File: src/rtl/cif_pkg.sv
package cif_pkg;
	localparam int unsigned ADDR_W = 12;
	localparam int unsigned DATA_W = 32;
	localparam int unsigned REG_W = 16;
	localparam logic [11:0] FLAGS_LOW_OFS = 12'h000;
	localparam logic [11:0] ENABLES_LOW_OFS = 12'h004;
	localparam logic [11:0] FLAGS_HIGH_OFS = 12'h008;
	localparam logic [11:0] ENABLES_HIGH_OFS = 12'h00C;
	localparam logic [11:0] CONTROL_OFS = 12'h010;
	localparam logic [15:0] FLAGS_RESET = 16'h0000;
	localparam logic [15:0] VALID_LOW_MASK = 16'hFBFC;
	localparam logic [15:0] VALID_HIGH_MASK = 16'h07FF;
	localparam logic [4:0] CONTROL_RESET = 5'h00;
	localparam int unsigned CTL_SP0_LSB = 0;
	localparam int unsigned CTL_SP1_LSB = 2;
	localparam int unsigned CTL_CLKDIS_BIT = 4;
	localparam logic [1:0] MODE_SDIO = 2'h0;
	localparam logic [1:0] MODE_I2S = 2'h1;
	localparam int unsigned EXT_MIN_LEVEL_CYC = 2;
	localparam int unsigned BIT_S2_RX = 15;
	localparam int unsigned BIT_S2_TX = 14;
	localparam int unsigned BIT_CONV = 13;
	localparam int unsigned BIT_DISP = 12;
	localparam int unsigned BIT_P1_RX = 11;
	localparam int unsigned BIT_P1_TX = 9;
	localparam int unsigned BIT_DMA = 8;
	localparam int unsigned BIT_P0_RX = 7;
	localparam int unsigned BIT_UART = 6;
	localparam int unsigned BIT_P0_TX = 5;
	localparam int unsigned BIT_TIMER = 4;
	localparam int unsigned BIT_EXT1 = 3;
	localparam int unsigned BIT_EXT0 = 2;
	localparam int unsigned BIT_RTOS = 10;
	localparam int unsigned BIT_DATA_LOG = 9;
	localparam int unsigned BIT_BUS_ERR = 8;
	localparam int unsigned BIT_I2C = 7;
	localparam int unsigned BIT_MEM_ERR = 6;
	localparam int unsigned BIT_GPIO = 5;
	localparam int unsigned BIT_USB = 4;
	localparam int unsigned BIT_SPI = 3;
	localparam int unsigned BIT_RTC = 2;
	localparam int unsigned BIT_S3_RX = 1;
	localparam int unsigned BIT_S3_TX = 0;

	typedef struct packed {
		logic serial2_receive_irq;
		logic serial2_transmit_irq;
		logic converter_irq;
		logic display_irq;
		logic mmc1_sdio_irq;
		logic mmc1_irq;
		logic i2s1_receive_irq;
		logic i2s1_transmit_irq;
		logic dma_aggregate_irq;
		logic mmc0_sdio_irq;
		logic mmc0_irq;
		logic i2s0_receive_irq;
		logic i2s0_transmit_irq;
		logic uart_irq;
		logic timer_aggregate_irq;
		logic rtos_irq;
		logic data_log_irq;
		logic bus_error_irq;
		logic i2c_irq;
		logic external_memory_if_error_irq;
		logic gpio_aggregate_irq;
		logic usb_irq;
		logic spi_irq;
		logic rtc_irq;
		logic serial3_receive_irq;
		logic serial3_transmit_irq;
	} cif_src_t;

	typedef struct packed {
		logic valid;
		logic [4:0] index;
	} cif_ack_t;
endpackage

File: src/rtl/cif_irq_ctrl.sv
`timescale 1ns/10ps
module cif_irq_ctrl (
	input wire logic I_CLK_SYS,
	input wire logic I_RESET,
	input wire logic I_PSEL,
	input wire logic I_PENABLE,
	input wire logic I_PWRITE,
	input wire logic [cif_pkg::ADDR_W-1:0] I_PADDR,
	input wire logic [cif_pkg::DATA_W-1:0] I_PWDATA,
	output logic [cif_pkg::DATA_W-1:0] O_PRDATA,
	output logic O_PREADY,
	output logic O_PSLVERR,
	input wire cif_pkg::cif_src_t I_SOURCES,
	input wire logic [1:0] I_EXT_IRQ_PIN,
	input wire cif_pkg::cif_ack_t I_ACK,
	output logic [cif_pkg::REG_W-1:0] O_CPU_REQ_LOW,
	output logic [cif_pkg::REG_W-1:0] O_CPU_REQ_HIGH,
	output logic O_IRQ
);
	import cif_pkg::*;

	logic [15:0] flags_low_q, flags_low_d;
	logic [15:0] flags_high_q, flags_high_d;
	logic [15:0] en_low_q, en_high_q;
	logic [4:0] control_q;
	logic [31:0] prdata_q;
	logic [1:0] sync1_q, sync2_q, sync3_q, pin_stable_q;
	logic [1:0] hold_q;

	wire [1:0] sp0_mode = control_q[CTL_SP0_LSB+1:CTL_SP0_LSB];
	wire [1:0] sp1_mode = control_q[CTL_SP1_LSB+1:CTL_SP1_LSB];
	wire system_clock_disable = control_q[CTL_CLKDIS_BIT];

	// APB decode; the slave never inserts wait states.
	wire hit_flags_low = (I_PADDR == FLAGS_LOW_OFS);
	wire hit_en_low = (I_PADDR == ENABLES_LOW_OFS);
	wire hit_flags_high = (I_PADDR == FLAGS_HIGH_OFS);
	wire hit_en_high = (I_PADDR == ENABLES_HIGH_OFS);
	wire hit_control = (I_PADDR == CONTROL_OFS);
	wire mapped = hit_flags_low | hit_en_low | hit_flags_high | hit_en_high | hit_control;
	wire setup_rd = I_PSEL & ~I_PENABLE & ~I_PWRITE;
	wire access_wr = I_PSEL & I_PENABLE & I_PWRITE & mapped;
	wire [15:0] wdata16 = I_PWDATA[15:0];

	// Pin filter: a level counts once the second and third stages agree.
	wire [1:0] pin_agree = ~(sync2_q ^ sync3_q);
	wire [1:0] pin_stable_d = (pin_agree & sync3_q) | (~pin_agree & pin_stable_q);
	wire [1:0] ext_fall = pin_stable_q & ~pin_stable_d;
	// Clock-off events park in the hold bits and reach the flags once enabled.
	wire [1:0] hold_set = ext_fall & {2{system_clock_disable}};
	wire [1:0] hold_release = hold_q & {2{~system_clock_disable}};
	wire [1:0] ext_set = (ext_fall & {2{~system_clock_disable}}) | hold_release;

	// Shared serial-port flags follow the port mode; modes 1x connect no source.
	wire p1_rx_src = ((sp1_mode == MODE_SDIO) & I_SOURCES.mmc1_sdio_irq) |
		((sp1_mode == MODE_I2S) & I_SOURCES.i2s1_receive_irq);
	wire p1_tx_src = ((sp1_mode == MODE_SDIO) & I_SOURCES.mmc1_irq) |
		((sp1_mode == MODE_I2S) & I_SOURCES.i2s1_transmit_irq);
	wire p0_rx_src = ((sp0_mode == MODE_SDIO) & I_SOURCES.mmc0_sdio_irq) |
		((sp0_mode == MODE_I2S) & I_SOURCES.i2s0_receive_irq);
	wire p0_tx_src = ((sp0_mode == MODE_SDIO) & I_SOURCES.mmc0_irq) |
		((sp0_mode == MODE_I2S) & I_SOURCES.i2s0_transmit_irq);

	logic [15:0] set_low, set_high;
	always_comb begin
		set_low = 16'h0000;
		set_low[BIT_S2_RX] = I_SOURCES.serial2_receive_irq;
		set_low[BIT_S2_TX] = I_SOURCES.serial2_transmit_irq;
		set_low[BIT_CONV] = I_SOURCES.converter_irq;
		set_low[BIT_DISP] = I_SOURCES.display_irq;
		set_low[BIT_P1_RX] = p1_rx_src;
		set_low[BIT_P1_TX] = p1_tx_src;
		set_low[BIT_DMA] = I_SOURCES.dma_aggregate_irq;
		set_low[BIT_P0_RX] = p0_rx_src;
		set_low[BIT_UART] = I_SOURCES.uart_irq;
		set_low[BIT_P0_TX] = p0_tx_src;
		set_low[BIT_TIMER] = I_SOURCES.timer_aggregate_irq;
		set_low[BIT_EXT1] = ext_set[1];
		set_low[BIT_EXT0] = ext_set[0];
		set_high = 16'h0000;
		set_high[BIT_RTOS] = I_SOURCES.rtos_irq;
		set_high[BIT_DATA_LOG] = I_SOURCES.data_log_irq;
		set_high[BIT_BUS_ERR] = I_SOURCES.bus_error_irq;
		set_high[BIT_I2C] = I_SOURCES.i2c_irq;
		set_high[BIT_MEM_ERR] = I_SOURCES.external_memory_if_error_irq;
		set_high[BIT_GPIO] = I_SOURCES.gpio_aggregate_irq;
		set_high[BIT_USB] = I_SOURCES.usb_irq;
		set_high[BIT_SPI] = I_SOURCES.spi_irq;
		set_high[BIT_RTC] = I_SOURCES.rtc_irq;
		set_high[BIT_S3_RX] = I_SOURCES.serial3_receive_irq;
		set_high[BIT_S3_TX] = I_SOURCES.serial3_transmit_irq;
	end

	// Service entry clears one flag; index 16 and up selects the high register.
	wire [15:0] ack_onehot = 16'h0001 << I_ACK.index[3:0];
	wire [15:0] ack_clr_low = ack_onehot & {16{I_ACK.valid & ~I_ACK.index[4]}};
	wire [15:0] ack_clr_high = ack_onehot & {16{I_ACK.valid & I_ACK.index[4]}};
	wire [15:0] sw_clr_low = wdata16 & {16{access_wr & hit_flags_low}};
	wire [15:0] sw_clr_high = wdata16 & {16{access_wr & hit_flags_high}};

	// Setting wins over either kind of clear so no event is lost.
	assign flags_low_d = ((flags_low_q & ~(sw_clr_low | ack_clr_low)) | set_low)
		& VALID_LOW_MASK;
	assign flags_high_d = ((flags_high_q & ~(sw_clr_high | ack_clr_high)) | set_high)
		& VALID_HIGH_MASK;

	always_ff @(posedge I_CLK_SYS) begin
		if (I_RESET) begin
			flags_low_q <= FLAGS_RESET;
			flags_high_q <= FLAGS_RESET;
		end else begin
			flags_low_q <= flags_low_d;
			flags_high_q <= flags_high_d;
		end
	end

	// Reserved positions are masked off, so a careless write cannot create them.
	always_ff @(posedge I_CLK_SYS) begin
		if (I_RESET) begin
			en_low_q <= FLAGS_RESET;
			en_high_q <= FLAGS_RESET;
			control_q <= CONTROL_RESET;
		end else if (access_wr) begin
			if (hit_en_low) begin
				en_low_q <= wdata16 & VALID_LOW_MASK;
			end
			if (hit_en_high) begin
				en_high_q <= wdata16 & VALID_HIGH_MASK;
			end
			if (hit_control) begin
				control_q <= I_PWDATA[4:0];
			end
		end
	end

	always_ff @(posedge I_CLK_SYS) begin
		if (I_RESET) begin
			sync1_q <= 2'h3;
			sync2_q <= 2'h3;
			sync3_q <= 2'h3;
			pin_stable_q <= 2'h3;
			hold_q <= 2'h0;
		end else begin
			sync1_q <= I_EXT_IRQ_PIN;
			sync2_q <= sync1_q;
			sync3_q <= sync2_q;
			pin_stable_q <= pin_stable_d;
			hold_q <= (hold_q & ~hold_release) | hold_set;
		end
	end

	logic [31:0] rd_mux;
	always_comb begin
		rd_mux = 32'h0000_0000;
		case (1'b1)
			hit_flags_low: rd_mux = {16'h0000, flags_low_q};
			hit_en_low: rd_mux = {16'h0000, en_low_q};
			hit_flags_high: rd_mux = {16'h0000, flags_high_q};
			hit_en_high: rd_mux = {16'h0000, en_high_q};
			hit_control: rd_mux = {27'h0000000, control_q};
			default: rd_mux = 32'h0000_0000;
		endcase
	end

	// Read data is captured in the setup cycle so it comes from a flip-flop.
	always_ff @(posedge I_CLK_SYS) begin
		if (I_RESET) begin
			prdata_q <= 32'h0000_0000;
		end else if (setup_rd) begin
			prdata_q <= rd_mux;
		end
	end

	assign O_PRDATA = prdata_q;
	assign O_PREADY = 1'b1;
	assign O_PSLVERR = I_PSEL & I_PENABLE & ~mapped;
	assign O_CPU_REQ_LOW = flags_low_q & en_low_q;
	assign O_CPU_REQ_HIGH = flags_high_q & en_high_q;
	assign O_IRQ = |{O_CPU_REQ_LOW, O_CPU_REQ_HIGH};
endmodule

File: config.mk
export PLATFORM = sky130hd
export DESIGN_NAME = cif_irq_ctrl
export DESIGN_NICKNAME = d
export VERILOG_FILES = /design/src/rtl/cif_pkg.sv /design/src/rtl/cif_irq_ctrl.sv
export SDC_FILE = /design/constraint.sdc
export NUM_CORES = 1
export LEC_CHECK = 0
export ABC_AREA = 1
export BUFFER_PORTS_ARGS = -buffer_cell sky130_fd_sc_hd__buf_2
export CORE_ASPECT_RATIO = 0.5
export CORE_UTILIZATION = 55
export CTS_CLUSTER_DIAMETER = 60
export DETAILED_ROUTE_END_ITERATION = 12
export PLACE_DENSITY = 0.95
export SLEW_MARGIN = 20
export SYNTH_ARGS = -nofsm -noshare
export SYNTH_HDL_FRONTEND = slang
export SYNTH_SLANG_ARGS = --single-unit
File: constraint.sdc
create_clock -name I_CLK_SYS -period 3.55 [get_ports I_CLK_SYS]
set_clock_uncertainty 0.1 [all_clocks]
set_input_delay 0.71 -clock I_CLK_SYS [delete_from_list [all_inputs] [get_ports I_CLK_SYS]]
set_output_delay 0.71 -clock I_CLK_SYS [all_outputs]
set_load 0.02 [all_outputs]
After elaboration in Yosys (flattened, before gate mapping)
Index checks and enable logic that the tools add are counted.
- register bits: 98
- bits of input ports: 83
- output and inout bits: 67
- word-level logic and storage cells: 91
- equal/unequal tests: 6
- shift operators: 1
- muxes and demuxes: 5
- bitwise operators: 60
- reduce and logical (&&, ||, !) cells: 7
- operator list (operator ; number):
    16-bit bitwise AND ; 4
    11-bit bitwise AND ; 4
    16-bit 2-to-1 mux ; 2
    16-bit bitwise OR ; 2
    32-bit OR reduction ; 1
    12-bit by 4-bit equality test with 1-bit output (second input constant) ; 2
    11-bit 2-to-1 mux ; 2
    11-bit bitwise OR ; 2
    1-bit bitwise AND ; 18
    16-bit NOT ; 1
    1-bit by 4-bit left shift with 16-bit output (first input constant) ; 1
    2-bit bitwise AND ; 7
    12-bit by 3-bit equality test with 1-bit output (second input constant) ; 1
    12-bit by 5-bit equality test with 1-bit output (second input constant) ; 1
    12-bit logical NOT ; 1
    11-bit NOT ; 1
    2-bit NOT ; 4
    1-bit bitwise OR ; 8
    2-bit bitwise OR ; 3
    2-bit AND reduction ; 3
    5-bit 2-to-1 mux ; 1
    1-bit NOT ; 5
    2-bit by 1-bit equality test with 1-bit output (second input constant) ; 2
    2-bit logical NOT ; 2
    2-bit bitwise XOR ; 1

Depth between registers and ports, before layout
- depth in word-level cells: 12
- gate-level depth with buffers: 10
- depth with buffers taken out: 9

Worst setup path before layout
OpenSTA, ideal clock, no wires.
- path kind: input to output
- start point: in I_PADDR[11] in the netlist's numbering
- end point: out O_PSLVERR
- data arrival time: 1.750 ns
- setup slack: 0.990 ns
- stages: 7
- path buffers: 1
- cells stage by stage: nor2_1 nand2_1 inv_1 nand3b_1 nand3_4 buf_2 nor2_1
- word-level cells in the longest chain between the ends: 7
- elaborated cells between the ends (all ways): 11
- RTL lines (item ; RTL line ; source):
    start, declared ; cif_irq_ctrl.sv:8 ; input wire logic [cif_pkg::ADDR_W-1:0] I_PADDR,
    12-bit by 3-bit equality test with 1-bit output / 12-bit logical NOT (equally long branches) ; cif_irq_ctrl.sv:36, cif_irq_ctrl.sv:35 ;
    1-bit bitwise OR (3 in a row) ; cif_irq_ctrl.sv:40 ; wire mapped = hit_flags_low | hit_en_low | hit_flags_high | hit_en_high | hit_control;
    1-bit bitwise OR (*) ; cif_irq_ctrl.sv:40 ;
    1-bit NOT (*) ; cif_irq_ctrl.sv:176 ; assign O_PSLVERR = I_PSEL & I_PENABLE & ~mapped;
    1-bit bitwise AND (*) ; cif_irq_ctrl.sv:176 ;
    end, declared ; cif_irq_ctrl.sv:12 ; output logic O_PSLVERR,
Mark *: on every way between the ends. The rest lies on a longest branch, timed or not.

Worst setup path after layout
- start point: in I_PADDR[0] in the netlist's numbering
- end point: out O_PSLVERR
The elaborated chain is that of the path after synthesis.

==> summary.txt <==
Rel. slew slack -> 0.4692
Largest stage delay, worst path -> 0.29 ns
clock tree from TritonCTS -> done
CP Class -> primary input to primary output
# DRC -> 0
1st-iter DRT viols -> 575
CTS buffer count -> 9
status -> finished clean
part of the cycle the worst path needs -> 0.7591
crit path launch type -> primary input
FMAX -> 371.1 MHz
Post-Layout Cell Count -> 896
pwr dens -> 403.7 nW/um^2
met2 usage -> 0.5054
post-CTS sizing -> 0
Ys Warns -> 0
Synth Cell Area -> 4404 um^2
via count -> 4852
vias in the first global route -> 4403
ANT cells -> 0
CP Max Fanout -> 18
Top FF cell, synth -> dfxtp_1
most frequent cells after synthesis -> nand2_1, inv_1, dfxtp_1
Syn Inst Count -> 684
initial antenna violation count -> 0
postcts setup bufs -> 0
number of synthesized flops with an enable pin -> 0
worst-case clock buffer depth -> 2
most frequent cell after synthesis -> nand2_1
WP data required -> 2.74 ns
WL final -> 13250 um
Initial Util -> 0.5839
HPWL after DPL -> 9165 um
core region area -> 7542 um^2
nets -> 866
crit-path cells -> buf_2 -> inv_2 -> nand2_2 -> nor2_1 -> o21ai_2 -> nand3_4 -> nor2_1 -> buf_2
placed cells -> 880
Slew @ Worst Pin -> 0.7962 ns
Crit-path slowest cell -> nand3_4
CTS Hold Bufs -> 0
endpoint class of the critical path -> primary output
I/O pins -> 150
final hold violation count -> 0
met1 GRT Util -> 0.3945
GRT Util Overall -> 0.3269
fillers -> 606
leak pwr -> 0.002864 uW
Sink Count -> 79
busiest grt layer -> met2
gr ovfl total -> 0
Power Total -> 2113 uW
Pre-Repair DR Iteration Count -> 5
Die Wd -> 128.6 um
largest net degree at the start of global routing -> 40
H-tree depth -> 3
Mapped Avg Cell Area -> 6.439 um^2
WHS -> 0.3179 ns
die area -> 8391 um^2
register clock-pin slew on the reported worst setup and hold paths -> 0.06 ns
post-synth top area share -> 0.3591
insertion delay to the later sink of the worst-skew pair -> 0.34 ns
root buffer cell -> clkbuf_16
area leader, netlist -> dfxtp_1
Wirelength per Cell -> 14.79 um
first-pass GRT wire length -> 20670 um
Finish-stage setup viols -> 0
Seq cells post-synth -> 79
HP Class -> register to register
Die H -> 65.28 um
post-route minimum period -> 2.695 ns
ANT nets after route -> 0
max_cap viols -> 0
register area share after synthesis -> 0.3591
setup slack, reg-to-reg -> 2.42 ns
GR Util met3 -> 0.1352
IO buf count -> 108
Worst IR Drop VDD -> 247.2 uV
layout cells sized above 1 -> 0.1980
fraction of registers with async set or reset after synthesis -> 0
Row Count -> 22
ranking of synthesized cells by area -> dfxtp_1, nand2_1, inv_1
RD Place Congestion -> 0.9173
routed vias/inst -> 5.415
Layout area overhead -> 18.81%
Pins Over Slew Limit -> 0
Yosys cell types -> 37
setup TNS -> 0 ns
CP Data Arrival Time -> 1.88 ns
RSZ-0062 raised after global routing -> no
sequential cells by signal (all words and copies together), names as in the netlist:
register / count
hold_q: 2
en_low_q: 13
flags_high_q: 11
O_PRDATA: 16
sync2_q: 2
sync1_q: 2
en_high_q: 11
flags_low_q: 13
control_q: 5
pin_stable_q: 2
sync3_q: 2
layer usage:
| metal | vias up | part of all wire |
|---|---|---|
| met2 | 352 | 0.43 |
| li1 | 2308 | - |
| met5 | - | 0 |
| met1 | 2138 | 0.38 |
| met4 | 0 | 0.036 |
| met3 | 54 | 0.16 |
final cells by class:
class	count	area [um^2]	area share
clock buffer	13	270.3	0.05165
clock inverter	3	40.04	0.007652
inverter	145	545.5	0.1043
multi-input combinational	432	2059	0.3936
sequential	79	1582	0.3022
tap	108	135.1	0.02583
timing repair buffer	116	600.6	0.1148
power by group:
part	total [uW]	internal (uW)	switching (uW)
clock network	961	600	361
registers	930	915	15.2
logic	222	70.3	152
critical path, delay by kind of cell:
kind | cells | cell delay, ns
simple gates | 4 | 0.61
compound gates | 1 | 0.26
buf+inv | 3 | 0.30
logic make-up (layout without fill, tap and decap cells):
logic type             count (synthesis)  in the layout  share of synthesized area
and+or+nand+nor                      292            292                     0.2994
DFF                                   79             79                     0.3591
buffers and inverters                196            277                     0.1929
AOI/OAI and AO/OA                    115            115                     0.1469
other                                  2             25                   0.001705
cell usage in the layout (no fill, tap or decap), types with 5 or more instances in the layout:
cell       count
a21oi_1       49
a31oi_1       13
buf_2        108
buf_4          8
clkbuf_16      9
conb_1        25
dfxtp_1       79
inv_1        138
inv_2          5
nand2_1      143
nand3_1       24
nand4_1       30
nor2_1        62
nor3_1         9
o211ai_1       8
o21ai_0       22
o21ai_1       11
o221ai_1       5
or2_2          6
final timing paths:
check | start | to | cells past startpoint
setup / recovery | I_PADDR[0] | O_PSLVERR | 8
hold reg to reg | sync1_q[1] | sync2_q[1] | 1
setup reg to reg | control_q[4] | O_PRDATA[4] | 4
hold / removal | sync1_q[1] | sync2_q[1] | 1
stage by stage:
stage | cell area [um^2] | utilization | worst slack [ns]
floorplan | 4491 | - | 0.9903
global placement | 4922 | 0.6526 | 0.8953
detailed placement | 4922 | 0.6526 | 0.8806
CTS | 5233 | 0.6938 | 0.8685
global route | 5233 | 0.6938 | 0.7348
finish | 5233 | 0.6938 | 0.8553
Power figures use the tool's default switching activity.
